===== src/inc/lp_cmd_pkg.sv =====
// shared constants and types for the printer command decoder
package lp_cmd_pkg;
    // low-bit patterns (bits 5-7 of the byte, bits 2..0 in vector order)
    localparam logic [2:0] LOW_WRITE = 3'h1; // write: bits 5-7 = 001
    localparam logic [2:0] LOW_CTRL = 3'h3; // control: bits 5-7 = 011
    // spacing field bits 0-4: 0..3 lines, 16+channel for skip
    localparam logic [4:0] FLD_NOSPACE = 5'h00;
    localparam logic [4:0] FLD_SPACE3 = 5'h03;
    localparam logic [4:0] FLD_SKIP_BASE = 5'h10;
    localparam logic [4:0] FLD_SKIP_CH1 = 5'h11;
    localparam logic [4:0] FLD_SKIP_CH12 = 5'h1C;
    // control bytes with no motion
    localparam logic [7:0] CMD_NOOP = 8'h03;
    localparam logic [7:0] CMD_BLOCK_CHK = 8'h73;
    localparam logic [7:0] CMD_ALLOW_CHK = 8'h7B;
    localparam logic [7:0] CMD_GATE_LOAD = 8'hEB;
    localparam logic [7:0] CMD_MCS_FOLD = 8'hF3;
    localparam logic [7:0] CMD_MCS_NOFOLD = 8'hFB;
    localparam logic [7:0] CMD_SENSE = 8'h04;
    localparam logic BLOCK_CHK_RST = 1'b0;
    localparam logic [5:0] GRAPHIC_MASK = 6'h3F;

    typedef enum logic [3:0] {
        OP_NONE = 4'h0,
        OP_WRITE = 4'h1,
        OP_SPACE = 4'h2,
        OP_SKIP = 4'h3,
        OP_NOOP = 4'h4,
        OP_BLOCK_CHK = 4'h5,
        OP_ALLOW_CHK = 4'h6,
        OP_GATE_LOAD = 4'h7,
        OP_MCS_FOLD = 4'h8,
        OP_MCS_NOFOLD = 4'h9,
        OP_SENSE = 4'hA,
        OP_INVALID = 4'hB
    } op_t;

    // decoded command carried as one bundle
    typedef struct packed {
        op_t op;
        logic print;
        logic [1:0] after_lines;
        logic [3:0] after_channel;
        logic after_skip;
        logic [1:0] now_lines;
        logic [3:0] now_channel;
        logic now_skip;
    } cmd_t;
endpackage


===== src/hw/lp_graphic_fold.sv =====
// graphic fold: print codes differing only in bits 0-1 share a graphic
module lp_graphic_fold
    import lp_cmd_pkg::*;
(
    input wire logic [7:0] code_i,
    output logic [5:0] graphic_o
);
    // columns 0X, 4X, 8X and CX collapse onto one graphic
    assign graphic_o = code_i[5:0] & GRAPHIC_MASK;
endmodule


===== src/hw/line_printer_command_decoder.sv =====
// command byte decoder for the line printer attachment
// What this block does
// - Byte 01 starts a print-line write with no carriage motion after it.
// - Bytes 09, 11 and 19 print and then space one, two or three lines.
// - Write with skip has low bits 001 and bits 0-4 of sixteen plus channel.
// - Byte E1 prints then skips to channel twelve, the highest skip code.
// - Bytes 0B, 13 and 1B space one, two or three lines without printing.
// - Immediate skip has low bits 011, channel field 11 to 1C, no printing.
// - Byte 03 is a no-op with no printing and no motion.
// - Byte 73 blocks print data checks, with no printing or motion.
// - Byte 7B allows print data checks again, with no printing or motion.
// - Byte EB performs gate load, with no printing or motion.
// - Byte F3 loads the multi charset table with lower-case folding.
// - Byte FB loads the multi charset table without folding.
// - Byte 04 returns sense information instead of printing.
// - Print codes with equal low six bits select the same graphic.
module line_printer_command_decoder
    import lp_cmd_pkg::*;
(
    input wire logic clock_i,
    input wire logic rst_b_i,
    input wire logic cmd_valid_i,
    input wire logic [7:0] cmd_byte_i,
    input wire logic [7:0] print_code_i,
    output logic cmd_done_o,
    output cmd_t cmd_o,
    output logic invalid_o,
    output logic block_chk_o,
    output logic fold_o,
    output logic [5:0] graphic_o
);
    cmd_t dec;
    cmd_t cmd_ff;
    cmd_t nxt_cmd;
    logic done_ff;
    logic nxt_done;
    logic inv_ff;
    logic nxt_inv;
    logic blk_ff;
    logic nxt_blk;
    logic fold_ff;
    logic nxt_fold;
    logic [5:0] gr_ff;
    logic [5:0] nxt_gr;
    logic [5:0] gr_comb;
    logic [4:0] fld;
    logic [2:0] low;

    assign fld = cmd_byte_i[7:3];
    assign low = cmd_byte_i[2:0];

    // pure decode of the byte; anything unmatched falls to invalid
    always_comb
    begin
        dec = '0;
        dec.op = OP_INVALID;
        if (low == LOW_WRITE && fld <= FLD_SPACE3)
        begin
            dec.op = OP_WRITE;
            dec.print = 1'b1;
            dec.after_lines = fld[1:0];
        end
        else if (low == LOW_WRITE && fld >= FLD_SKIP_CH1
                 && fld <= FLD_SKIP_CH12)
        begin
            dec.op = OP_WRITE;
            dec.print = 1'b1;
            dec.after_skip = 1'b1;
            dec.after_channel = fld[3:0];
        end
        else if (low == LOW_CTRL && fld != FLD_NOSPACE
                 && fld <= FLD_SPACE3)
        begin
            dec.op = OP_SPACE;
            dec.now_lines = fld[1:0];
        end
        else if (low == LOW_CTRL && fld >= FLD_SKIP_CH1
                 && fld <= FLD_SKIP_CH12)
        begin
            dec.op = OP_SKIP;
            dec.now_skip = 1'b1;
            dec.now_channel = fld[3:0];
        end
        else
        begin
            case (cmd_byte_i)
                CMD_NOOP: dec.op = OP_NOOP;
                CMD_BLOCK_CHK: dec.op = OP_BLOCK_CHK;
                CMD_ALLOW_CHK: dec.op = OP_ALLOW_CHK;
                CMD_GATE_LOAD: dec.op = OP_GATE_LOAD;
                CMD_MCS_FOLD: dec.op = OP_MCS_FOLD;
                CMD_MCS_NOFOLD: dec.op = OP_MCS_NOFOLD;
                CMD_SENSE: dec.op = OP_SENSE;
                default: dec.op = OP_INVALID;
            endcase
        end
    end

    lp_graphic_fold u_fold (
        .code_i(print_code_i),
        .graphic_o(gr_comb)
    );

    // next state: result is registered one cycle after the byte is taken;
    // the check-block and fold modes persist until changed by a command
    always_comb
    begin
        nxt_cmd = cmd_ff;
        nxt_done = 1'b0;
        nxt_inv = 1'b0;
        nxt_blk = blk_ff;
        nxt_fold = fold_ff;
        nxt_gr = gr_comb;
        if (cmd_valid_i)
        begin
            nxt_cmd = dec;
            nxt_done = 1'b1;
            nxt_inv = (dec.op == OP_INVALID);
            if (dec.op == OP_BLOCK_CHK)
                nxt_blk = 1'b1;
            if (dec.op == OP_ALLOW_CHK)
                nxt_blk = 1'b0;
            if (dec.op == OP_MCS_FOLD)
                nxt_fold = 1'b1;
            if (dec.op == OP_MCS_NOFOLD)
                nxt_fold = 1'b0;
        end
    end

    // registers only
    always_ff @(posedge clock_i or negedge rst_b_i)
    begin
        if (!rst_b_i)
        begin
            cmd_ff <= '0;
            done_ff <= 1'b0;
            inv_ff <= 1'b0;
            blk_ff <= BLOCK_CHK_RST;
            fold_ff <= 1'b0;
            gr_ff <= '0;
        end
        else
        begin
            cmd_ff <= nxt_cmd;
            done_ff <= nxt_done;
            inv_ff <= nxt_inv;
            blk_ff <= nxt_blk;
            fold_ff <= nxt_fold;
            gr_ff <= nxt_gr;
        end
    end

    assign cmd_done_o = done_ff;
    assign cmd_o = cmd_ff;
    assign invalid_o = inv_ff;
    assign block_chk_o = blk_ff;
    assign fold_o = fold_ff;
    assign graphic_o = gr_ff;

    // checks, each answered on the edge after the byte is taken, except a_block_hold, answered on the second edge
    a_write_nospace: assert property (
        @(posedge clock_i) disable iff (!rst_b_i)
        cmd_valid_i && cmd_byte_i == 8'h01 |=> cmd_o.op == OP_WRITE
        && cmd_o.print && cmd_o.after_lines == 2'h0 && !cmd_o.after_skip)
        else $error("write no space decoded wrong");
    a_write_space: assert property (
        @(posedge clock_i) disable iff (!rst_b_i)
        cmd_valid_i && cmd_byte_i == 8'h19 |=> cmd_o.after_lines == 2'h3
        && cmd_o.print)
        else $error("write space three decoded wrong");
    a_write_skip: assert property (
        @(posedge clock_i) disable iff (!rst_b_i)
        cmd_valid_i && cmd_byte_i == 8'h89 |=> cmd_o.after_skip
        && cmd_o.after_channel == 4'h1)
        else $error("write skip channel one wrong");
    a_skip_twelve: assert property (
        @(posedge clock_i) disable iff (!rst_b_i)
        cmd_valid_i && cmd_byte_i == 8'hE1 |=> cmd_o.after_channel == 4'hC)
        else $error("skip twelve wrong");
    a_space_now: assert property (
        @(posedge clock_i) disable iff (!rst_b_i)
        cmd_valid_i && cmd_byte_i == 8'h13 |=> cmd_o.op == OP_SPACE
        && cmd_o.now_lines == 2'h2 && !cmd_o.print)
        else $error("immediate space wrong");
    a_skip_now: assert property (
        @(posedge clock_i) disable iff (!rst_b_i)
        cmd_valid_i && cmd_byte_i == 8'hE3 |=> cmd_o.now_skip
        && cmd_o.now_channel == 4'hC && !cmd_o.print)
        else $error("immediate skip wrong");
    a_noop_still: assert property (
        @(posedge clock_i) disable iff (!rst_b_i)
        cmd_valid_i && cmd_byte_i == CMD_NOOP |=> cmd_o.op == OP_NOOP
        && !cmd_o.print && !cmd_o.now_skip && cmd_o.now_lines == 2'h0)
        else $error("no-op moved");
    a_block_hold: assert property (
        @(posedge clock_i) disable iff (!rst_b_i)
        cmd_valid_i && cmd_byte_i == CMD_BLOCK_CHK ##1
        !(cmd_valid_i && cmd_byte_i == CMD_ALLOW_CHK) |=> block_chk_o)
        else $error("block check lost");
    a_allow_chk: assert property (
        @(posedge clock_i) disable iff (!rst_b_i)
        cmd_valid_i && cmd_byte_i == CMD_ALLOW_CHK |=> !block_chk_o)
        else $error("allow check failed");
    a_gate_load: assert property (
        @(posedge clock_i) disable iff (!rst_b_i)
        cmd_valid_i && cmd_byte_i == CMD_GATE_LOAD |=>
        cmd_o.op == OP_GATE_LOAD)
        else $error("gate load wrong");
    a_mcs_fold: assert property (
        @(posedge clock_i) disable iff (!rst_b_i)
        cmd_valid_i && cmd_byte_i == CMD_MCS_FOLD |=> fold_o
        && cmd_o.op == OP_MCS_FOLD)
        else $error("fold load wrong");
    a_mcs_nofold: assert property (
        @(posedge clock_i) disable iff (!rst_b_i)
        cmd_valid_i && cmd_byte_i == CMD_MCS_NOFOLD |=> !fold_o)
        else $error("no fold load wrong");
    a_sense_cmd: assert property (
        @(posedge clock_i) disable iff (!rst_b_i)
        cmd_valid_i && cmd_byte_i == CMD_SENSE |=> cmd_o.op == OP_SENSE
        && !cmd_o.print)
        else $error("sense wrong");
    a_graphic_fold: assert property (
        @(posedge clock_i) disable iff (!rst_b_i)
        1'b1 |=> graphic_o == $past(print_code_i[5:0]))
        else $error("graphic fold wrong");
    a_invalid_cmd: assert property (
        @(posedge clock_i) disable iff (!rst_b_i)
        cmd_valid_i && cmd_byte_i == 8'hE9 |=> invalid_o && !cmd_o.print)
        else $error("invalid byte accepted");
endmodule


===== config.mk =====
export PLATFORM = sky130hd
export DESIGN_NAME = line_printer_command_decoder
export DESIGN_NICKNAME = d
export VERILOG_FILES = /design/src/inc/lp_cmd_pkg.sv /design/src/hw/lp_graphic_fold.sv /design/src/hw/line_printer_command_decoder.sv
export SDC_FILE = /design/constraint.sdc
export NUM_CORES = 1
export LEC_CHECK = 0
export BUFFER_PORTS_ARGS = -buffer_cell sky130_fd_sc_hd__buf_2
export CAP_MARGIN = 5
export CORE_ASPECT_RATIO = 0.9
export CORE_MARGIN = 4
export CORE_UTILIZATION = 48
export DETAILED_ROUTE_END_ITERATION = 8
export GPL_TIMING_DRIVEN = 0
export PLACE_DENSITY = 0.78
export SYNTH_ARGS = -nofsm -noshare
export SYNTH_HDL_FRONTEND = slang
export SYNTH_HIERARCHICAL = 1
export SYNTH_SLANG_ARGS = --single-unit
export TNS_END_PERCENT = 20

===== constraint.sdc =====
create_clock -name clock_i -period 1.06 [get_ports clock_i]
set_input_delay 0.053 -clock clock_i [delete_from_list [all_inputs] [get_ports clock_i]]
set_output_delay 0.053 -clock clock_i [all_outputs]
set_load 0.02 [all_outputs]

==> metrics.log, run 1 <==
[metrics] result of the run: finished with violations
[metrics] violations in the final reports: setup timing
[metrics] multi-input gate area in the final layout: 617 µm²
[metrics] effective utilization at floorplan: 52.3%
[metrics] register-to-register setup slack: 180 ps
[metrics] source-to-sink clock delay at the later pin of the worst-skew pair: 320 ps
[metrics] HPWL after detailed placement: 2250 µm
[metrics] power density over the cells: 1130 nW/µm²
[metrics] setup violation total in the final timing report: 3
[metrics] Distinct cells, synth: 46
[metrics] top layer reached by signal wires: met4
[metrics] worst-case clock skew: 0 ps
[metrics] Ys Warns: 6
[metrics] leakage dissipation: 0.920 nW
[metrics] cell count of the worst reg-to-reg path: 3
[metrics] weighted congestion reported at the end of routability-driven placement: 0.793
[metrics] reg2reg end: block_chk_o$_DFFE_PN0P_
[metrics] number of CTS-inserted buffers: 5
[metrics] leading cell type in the layout, fill and taps excluded: buf_2
[metrics] Core Area: 2550 µm²
[metrics] top-level I/O count: 48
[metrics] final worst-path setup slack: -80.0 ps
[metrics] post-layout net count: 201
[metrics] nets in the synthesized netlist: 136
[metrics] count of flip-flops with a built-in enable after synthesis: 0
[metrics] number of clock sinks: 29
[metrics] hold violation count in the final report: 0
[metrics] final wirelength: 3500 µm
[metrics] total met3 wirelength after detailed routing: 225 µm
[metrics] share of the core filled with cells in the final layout: 76.4%
[metrics] Setup crit end: fold_o$_DFFE_PN0P_
[metrics] CTS Root Cell: clkbuf_4
[metrics] post-synthesis average cell area: 11.4 µm²
[metrics] number of vias after detailed routing: 1243
[metrics] All-Layer GR Usage: 20.0%
[metrics] final-layout setup total negative slack: -135 ps
[metrics] sequential fraction of the synthesis area: 54.4%
[metrics] final slew viol count: 0
[metrics] final period utilization: 108%
[metrics] share of flip-flops with an asynchronous set or reset: 100%
[metrics] clock tree from TritonCTS: yes
[metrics] Worst Hold Slack: 43.9 ps
[metrics] max capacitance violation total: 0
[metrics] # DRC: 0
[metrics] instance count of the mapped netlist: 117
[metrics] Final ANT Viol Nets: 0
[metrics] cell area after layout: 1950 µm²
[metrics] data arrival time of the critical path: 1350 ps
[metrics] signed area change from the synthesized netlist to the final layout: 46.0%
[metrics] start-to-end type of the worst setup path: primary input to register
[metrics] ratio of cells with drive above 1 in the final layout: 49.7%
[metrics] Peak Freq: 877 MHz
[metrics] launching element type of the critical path: primary input
[metrics] length of routed met2 wiring: 1750 µm
[metrics] unrepaired setup endpoints after global routing: yes
[metrics] start of the worst register-to-register path: block_chk_o$_DFFE_PN0P_
[metrics] Pwr Total: 0.00220 W
[metrics] drt first-iter violations: 45
[metrics] buffers added on ports: 39
[metrics] Crit. Startpoint: cmd_byte_i[5]
[metrics] kind of path behind the tightest hold check: primary input to register
[metrics] number of optimization iterations in the first detailed-route pass: 4
[metrics] detail-routed net length per standard cell: 16.6 µm
[metrics] number of antenna violations at the first check in global routing: 0
[metrics] post-layout min period: 1140 ps
[metrics] die area: 3690 µm²
[metrics] vias in the first global route: 1263
[metrics] Critical Path Sink Type: register
[metrics] Max Root-Sink Buffers: 2
[metrics] Overflow after GRT: 0
[metrics] antenna diode count: 0
[metrics] maximum number of pins on one net before global-route repair: 30
[metrics] CP max FO: 10
[metrics] most common flop cell mapped by yosys: dfrtp_1
[metrics] DP Area: 1590 µm²
[metrics] synthesized flop and latch total: 29
[metrics] netlist area before placement: 1340 µm²
[metrics] met1 WL: 1470 µm
[metrics] sequential standard cell area: 726 µm²
[metrics] wire length of the first global-routing pass: 5820 µm
[metrics] Reg clk slew, reported paths: 90 ps
[metrics] Die Height: 58.0 µm
[metrics] standard-cell row count: 17
[metrics] pin slew with the least headroom to its limit: 623 ps
[metrics] Max-slew headroom: 58.5%
[metrics] Req. time, crit path: 1270 ps
[metrics] Max H-tree Level: 2
[metrics] die width: 63.6 µm
[metrics] maximum resistive drop on vdd: 0.00104 V
[metrics] most frequent cells in the layout: buf_2 (35), dfrtp_1 (29), buf_4 (16)
[metrics] fill cell total of the finished layout: 182
[metrics] routed vias/inst: 5.89
-- state kept, by name (all words and copies together) (netlist names) --
signal,count
block_chk_o,1
cmd_done_o,1
cmd_o,19
fold_o,1
graphic_o,6
invalid_o,1
-- cell usage after synthesis, types with 2 or more instances --
| cell type | instances | area, µm² |
|---|---|---|
| buf_6 | 2 | 22.5 |
| nand4_1 | 2 | 12.5 |
| nand2b_1 | 2 | 12.5 |
| a211oi_1 | 2 | 15.0 |
| a22o_1 | 8 | 70.1 |
| a21oi_1 | 3 | 15.0 |
| nor2_2 | 2 | 12.5 |
| nand2_1 | 7 | 26.3 |
| buf_4 | 7 | 52.6 |
| or2_2 | 2 | 12.5 |
| inv_2 | 2 | 7.51 |
| buf_2 | 2 | 10.0 |
| clkbuf_1 | 2 | 7.51 |
| nor2_1 | 5 | 18.8 |
| dfrtp_1 | 29 | 726 |
| o2bb2ai_1 | 5 | 43.8 |
| mux2_2 | 2 | 22.5 |
| a21o_1 | 2 | 15.0 |
| nor2b_1 | 2 | 12.5 |
| o21ai_0 | 3 | 15.0 |
-- critical path: stages --
cell and delay [ps]:
buf_6 110, buf_4 170, nor3_4 270, buf_4 170, a22oi_2 70, buf_4 150, o31ai_2 240, o41ai_1 100
-- metrics by stage --
stage               cells  setup slack, ps
floorplan             117             -181
global placement      184             -495
detailed placement    184             -542
CTS                   203            -78.1
global route          211             -107
finish                211            -80.0
-- worst min-delay path by stage --
stage | start | endpoint | slack (ps) | cells past startpoint
detailed placement | rst_b_i | graphic_o[2]$_DFF_PN0_ | 120 | 1
global route | cmd_valid_i | cmd_o[18]$_DFFE_PN0P_ | 40 | 3
finish | cmd_valid_i | cmd_o[18]$_DFFE_PN0P_ | 40 | 3
CTS | cmd_valid_i | cmd_o[18]$_DFFE_PN0P_ | 30 | 3
floorplan | rst_b_i | block_chk_o$_DFFE_PN0P_ | -240 | 0
global placement | rst_b_i | cmd_o[7]$_DFFE_PN0P_ | 90 | 1
-- timing repair --
action,4_1_cts,5_1_grt
buffers inserted,2,7
hold buffers,9,0
resized for setup,17,21
cloned,0,1
pin swaps,4,7
endpoints found under the setup margin,15,15
endpoints found under the hold margin,36,0
-- power breakdown --
group          total (W)  internal (W)  switching, W
clock           0.000617      0.000264      0.000353
combinational   0.000430      0.000195      0.000235
sequential       0.00115       0.00114     0.0000128
-- logic make-up after synthesis --
group	share of synthesized area [%]
XOR/XNOR	0.656
buffers and inverters	7.78
flip-flops	54.4
AND/OR/NAND/NOR	15.7
AO/OA/AOI/OAI	19.9
multiplexers	1.69
-- metal layers --
layer | vias to the layer above | track usage [%]
met2 | 51 | 31.5
met1 | 632 | 26.0
li1 | 553 | -
met5 | - | 0
met4 | 0 | 7.69
met3 | 7 | 6.20
-- area by class of cell --
class / instances / share of cell area [%]
inverters: 3 / 0.578
repair buffers: 58 / 20.0
flip-flops and latches: 29 / 37.2
plain buffers: 13 / 6.29
well taps: 28 / 1.80
multi-input cells: 72 / 31.6
clock buffers: 8 / 2.50
No activity file was read; power rests on OpenSTA's default activity.
==> run 2: changes to the inputs <==
REMOVE_ABC_BUFFERS = 1   (was default)
==> metrics.log, run 2 (synthesis gave the netlist of run 1 again) <==
[metrics] ratio of cells with drive above 1 in the final layout: 41.3% (-8.4 points)
[metrics] pin slew with the least headroom to its limit: 624 ps (+1.46 ps)
[metrics] CP max FO: 12 (+2)
[metrics] share of the core filled with cells in the final layout: 67.3% (-9.1 points)
[metrics] Overflow after GRT: 0 (unchanged)
[metrics] weighted congestion reported at the end of routability-driven placement: 0.876 (+11%)
[metrics] Net Sw Frac: 26.0% (-1.3 points)
[metrics] data arrival time of the critical path: 1340 ps (about the same)
[metrics] number of clock sinks: 29 (unchanged)
[metrics] worst hold path stage count: 2 (-1)
[metrics] maximum number of pins on one net before global-route repair: 30 (unchanged)
[metrics] cell count of the worst reg-to-reg path: 3 (unchanged)
[metrics] leading cell type in the layout, fill and taps excluded: buf_2
[metrics] # DRC: 0 (unchanged)
[metrics] drt first-iter violations: 49 (+8.9%)
[metrics] result of the run: finished with violations
[metrics] number of antenna violations at the first check in global routing: 0 (unchanged)
[metrics] Critical Path Slowest Stage Cell: or4b_1
[metrics] Die Height: 58.0 µm (unchanged)
[metrics] Internal Pwr Total: 0.00158 W (-1.2%)
[metrics] Reg clk slew, reported paths: 80 ps (about the same)
[metrics] wire length of the first global-routing pass: 5100 µm (-12%)
[metrics] clock tree from TritonCTS: yes
[metrics] max capacitance violation total: 0 (unchanged)
[metrics] standard-cell row count: 17 (unchanged)
[metrics] start-to-end type of the worst setup path: primary input to register
[metrics] Crit. Startpoint: cmd_byte_i[3]
[metrics] power density over the cells: 1240 nW/µm² (+10%)
[metrics] maximum resistive drop on vdd: 0.000910 V (-12%)
[metrics] All-Layer GR Usage: 18.4% (-1.6 points)
[metrics] Min-Delay Endpoint: cmd_o[15]$_DFFE_PN0P_
[metrics] effective utilization at floorplan: 52.3% (unchanged)
[metrics] Peak Freq: 870 MHz (-0.86%)
[metrics] Crit path largest cell delay: 540 ps (+270 ps)
[metrics] Pwr Total: 0.00214 W (-2.9%)
[metrics] Max-slew headroom: 58.4% (-0.097 points)
[metrics] source-to-sink clock delay at the later pin of the worst-skew pair: 320 ps (about the same)
[metrics] Worst Hold Slack: 56.1 ps (+12.2 ps)
[metrics] worst-case clock skew: 0 ps (unchanged)
[metrics] post-layout net count: 186 (-7.5%)
[metrics] Max H-tree Level: 2 (unchanged)
[metrics] Clock Power Share: 30.8% (+2.8 points)
[metrics] top-level I/O count: 48 (unchanged)
[metrics] final worst-path setup slack: -89.8 ps (-9.87 ps)
[metrics] routed vias/inst: 5.71 (-3.1%)
[metrics] launching element type of the critical path: primary input
[metrics] unrepaired setup endpoints after global routing: yes
[metrics] combinational power share: 15.3% (-4.3 points)
[metrics] Final ANT Viol Nets: 0 (unchanged)
[metrics] number of flip-flops in the largest register: 19 (unchanged)
[metrics] crit path cell chain: buf_4 > or4b_1 > a21oi_2 > a2111oi_2 > o31ai_1 > o41ai_1
[metrics] final-layout setup total negative slack: -279 ps (-145 ps)
[metrics] setup violation total in the final timing report: 4 (+1)
[metrics] leakage dissipation: 0.827 nW (-10%)
[metrics] minimum setup slack after placement: -584 ps (-42.6 ps)
[metrics] violations in the final reports: setup timing
[metrics] die area: 3690 µm² (unchanged)
[metrics] die width: 63.6 µm (unchanged)
[metrics] reported net switching power: 0.000556 W (-7.5%)
[metrics] post-layout min period: 1150 ps (+9.87 ps)
[metrics] HPWL after detailed placement: 2050 µm (-9.0%)
[metrics] detail-routed net length per standard cell: 15.5 µm (-6.5%)
[metrics] most frequent cells in the layout: buf_2 (41), dfrtp_1 (29), dlygate4sd3_1 (9)
[metrics] Max Root-Sink Buffers: 2 (unchanged)
[metrics] buffers added on ports: 45 (+15%)
[metrics] final wirelength: 3020 µm (-14%)
[metrics] number of CTS-inserted buffers: 5 (unchanged)
[metrics] start of the worst register-to-register path: block_chk_o$_DFFE_PN0P_
[metrics] final slew viol count: 0 (unchanged)
[metrics] vias in the first global route: 1126 (-11%)
[metrics] kind of path behind the tightest hold check: primary input to register
[metrics] CTS Root Cell: clkbuf_4
[metrics] Req. time, crit path: 1250 ps (-20 ps)
[metrics] hold violation count in the final report: 0 (unchanged)
[metrics] part of the power in registers: 53.9% (+1.5 points)
[metrics] reg2reg end: block_chk_o$_DFFE_PN0P_
[metrics] number of vias after detailed routing: 1113 (-10%)
[metrics] final period utilization: 108% (+0.93 points)
[metrics] number of optimization iterations in the first detailed-route pass: 4 (unchanged)
[metrics] antenna diode count: 0 (unchanged)
[metrics] signed area change from the synthesized netlist to the final layout: 28.6%
[metrics] Core Area: 2550 µm² (unchanged)
[metrics] Critical Path Sink Type: register
[metrics] hold_sp: cmd_valid_i
[metrics] register-to-register setup slack: 200 ps (+20 ps)
-- run 2: worst max-delay path by stage --
stage | to
floorplan | fold_o$_DFFE_PN0P_
global placement | block_chk_o$_DFFE_PN0P_
finish | fold_o$_DFFE_PN0P_
detailed placement | block_chk_o$_DFFE_PN0P_
CTS | invalid_o$_DFF_PN0_
global route | block_chk_o$_DFFE_PN0P_
-- run 2: final cells by class --
class                           count  area [µm²]
Timing Repair Buffer               56         340
Sequential cell                    29         726
Fill cell                         215         836
Inverter                            3        11.3
Clock buffer                        7        55.1
Tap cell                           28        35.0
Multi-Input combinational cell     72         549
-- run 2: stage by stage --
step	instances	cell area, µm²
after floorplan	104	1240
after global placement	177	1500
after detailed placement	177	1500
after CTS	194	1690
after global routing	195	1720
final	195	1720
-- run 2: critical path: cells and delay by family --
| kind | cells | cell delay [ps] |
|---|---|---|
| compound gates | 4 | 580 |
| simple gates | 1 | 540 |
| buf+inv | 1 | 160 |
-- run 2: repair_timing --
item                                    in CTS  in global routing
endpoints found under the hold margin       37                  1
pin swaps                                    4                  0
buffers inserted                             2                  0
hold buffers                                 8                  1
resized for setup                            7                  5
endpoints found under the setup margin       4                 14
-- run 2: per-layer routing --
metal  vias to the layer above  GRT usage [%]  routed length [µm]
met5                         -              0                   0
met4                         0           9.23                  38
met3                         4           9.50                 297
met2                        54           28.0                1380
met1                       530           21.4                1310
li1                        525              -                   -
-- run 2: power by group through the flow --
stage          Sequential [W]  Clock (W)  Combinational (W)
3_5_place_dp          0.00117          0           0.000276
3_3_place_gp          0.00117          0           0.000269
4_1_cts               0.00115   0.000686           0.000317
6_report              0.00115   0.000657           0.000326
5_1_grt               0.00116   0.000758           0.000357
2_1_floorplan         0.00122          0          0.0000892
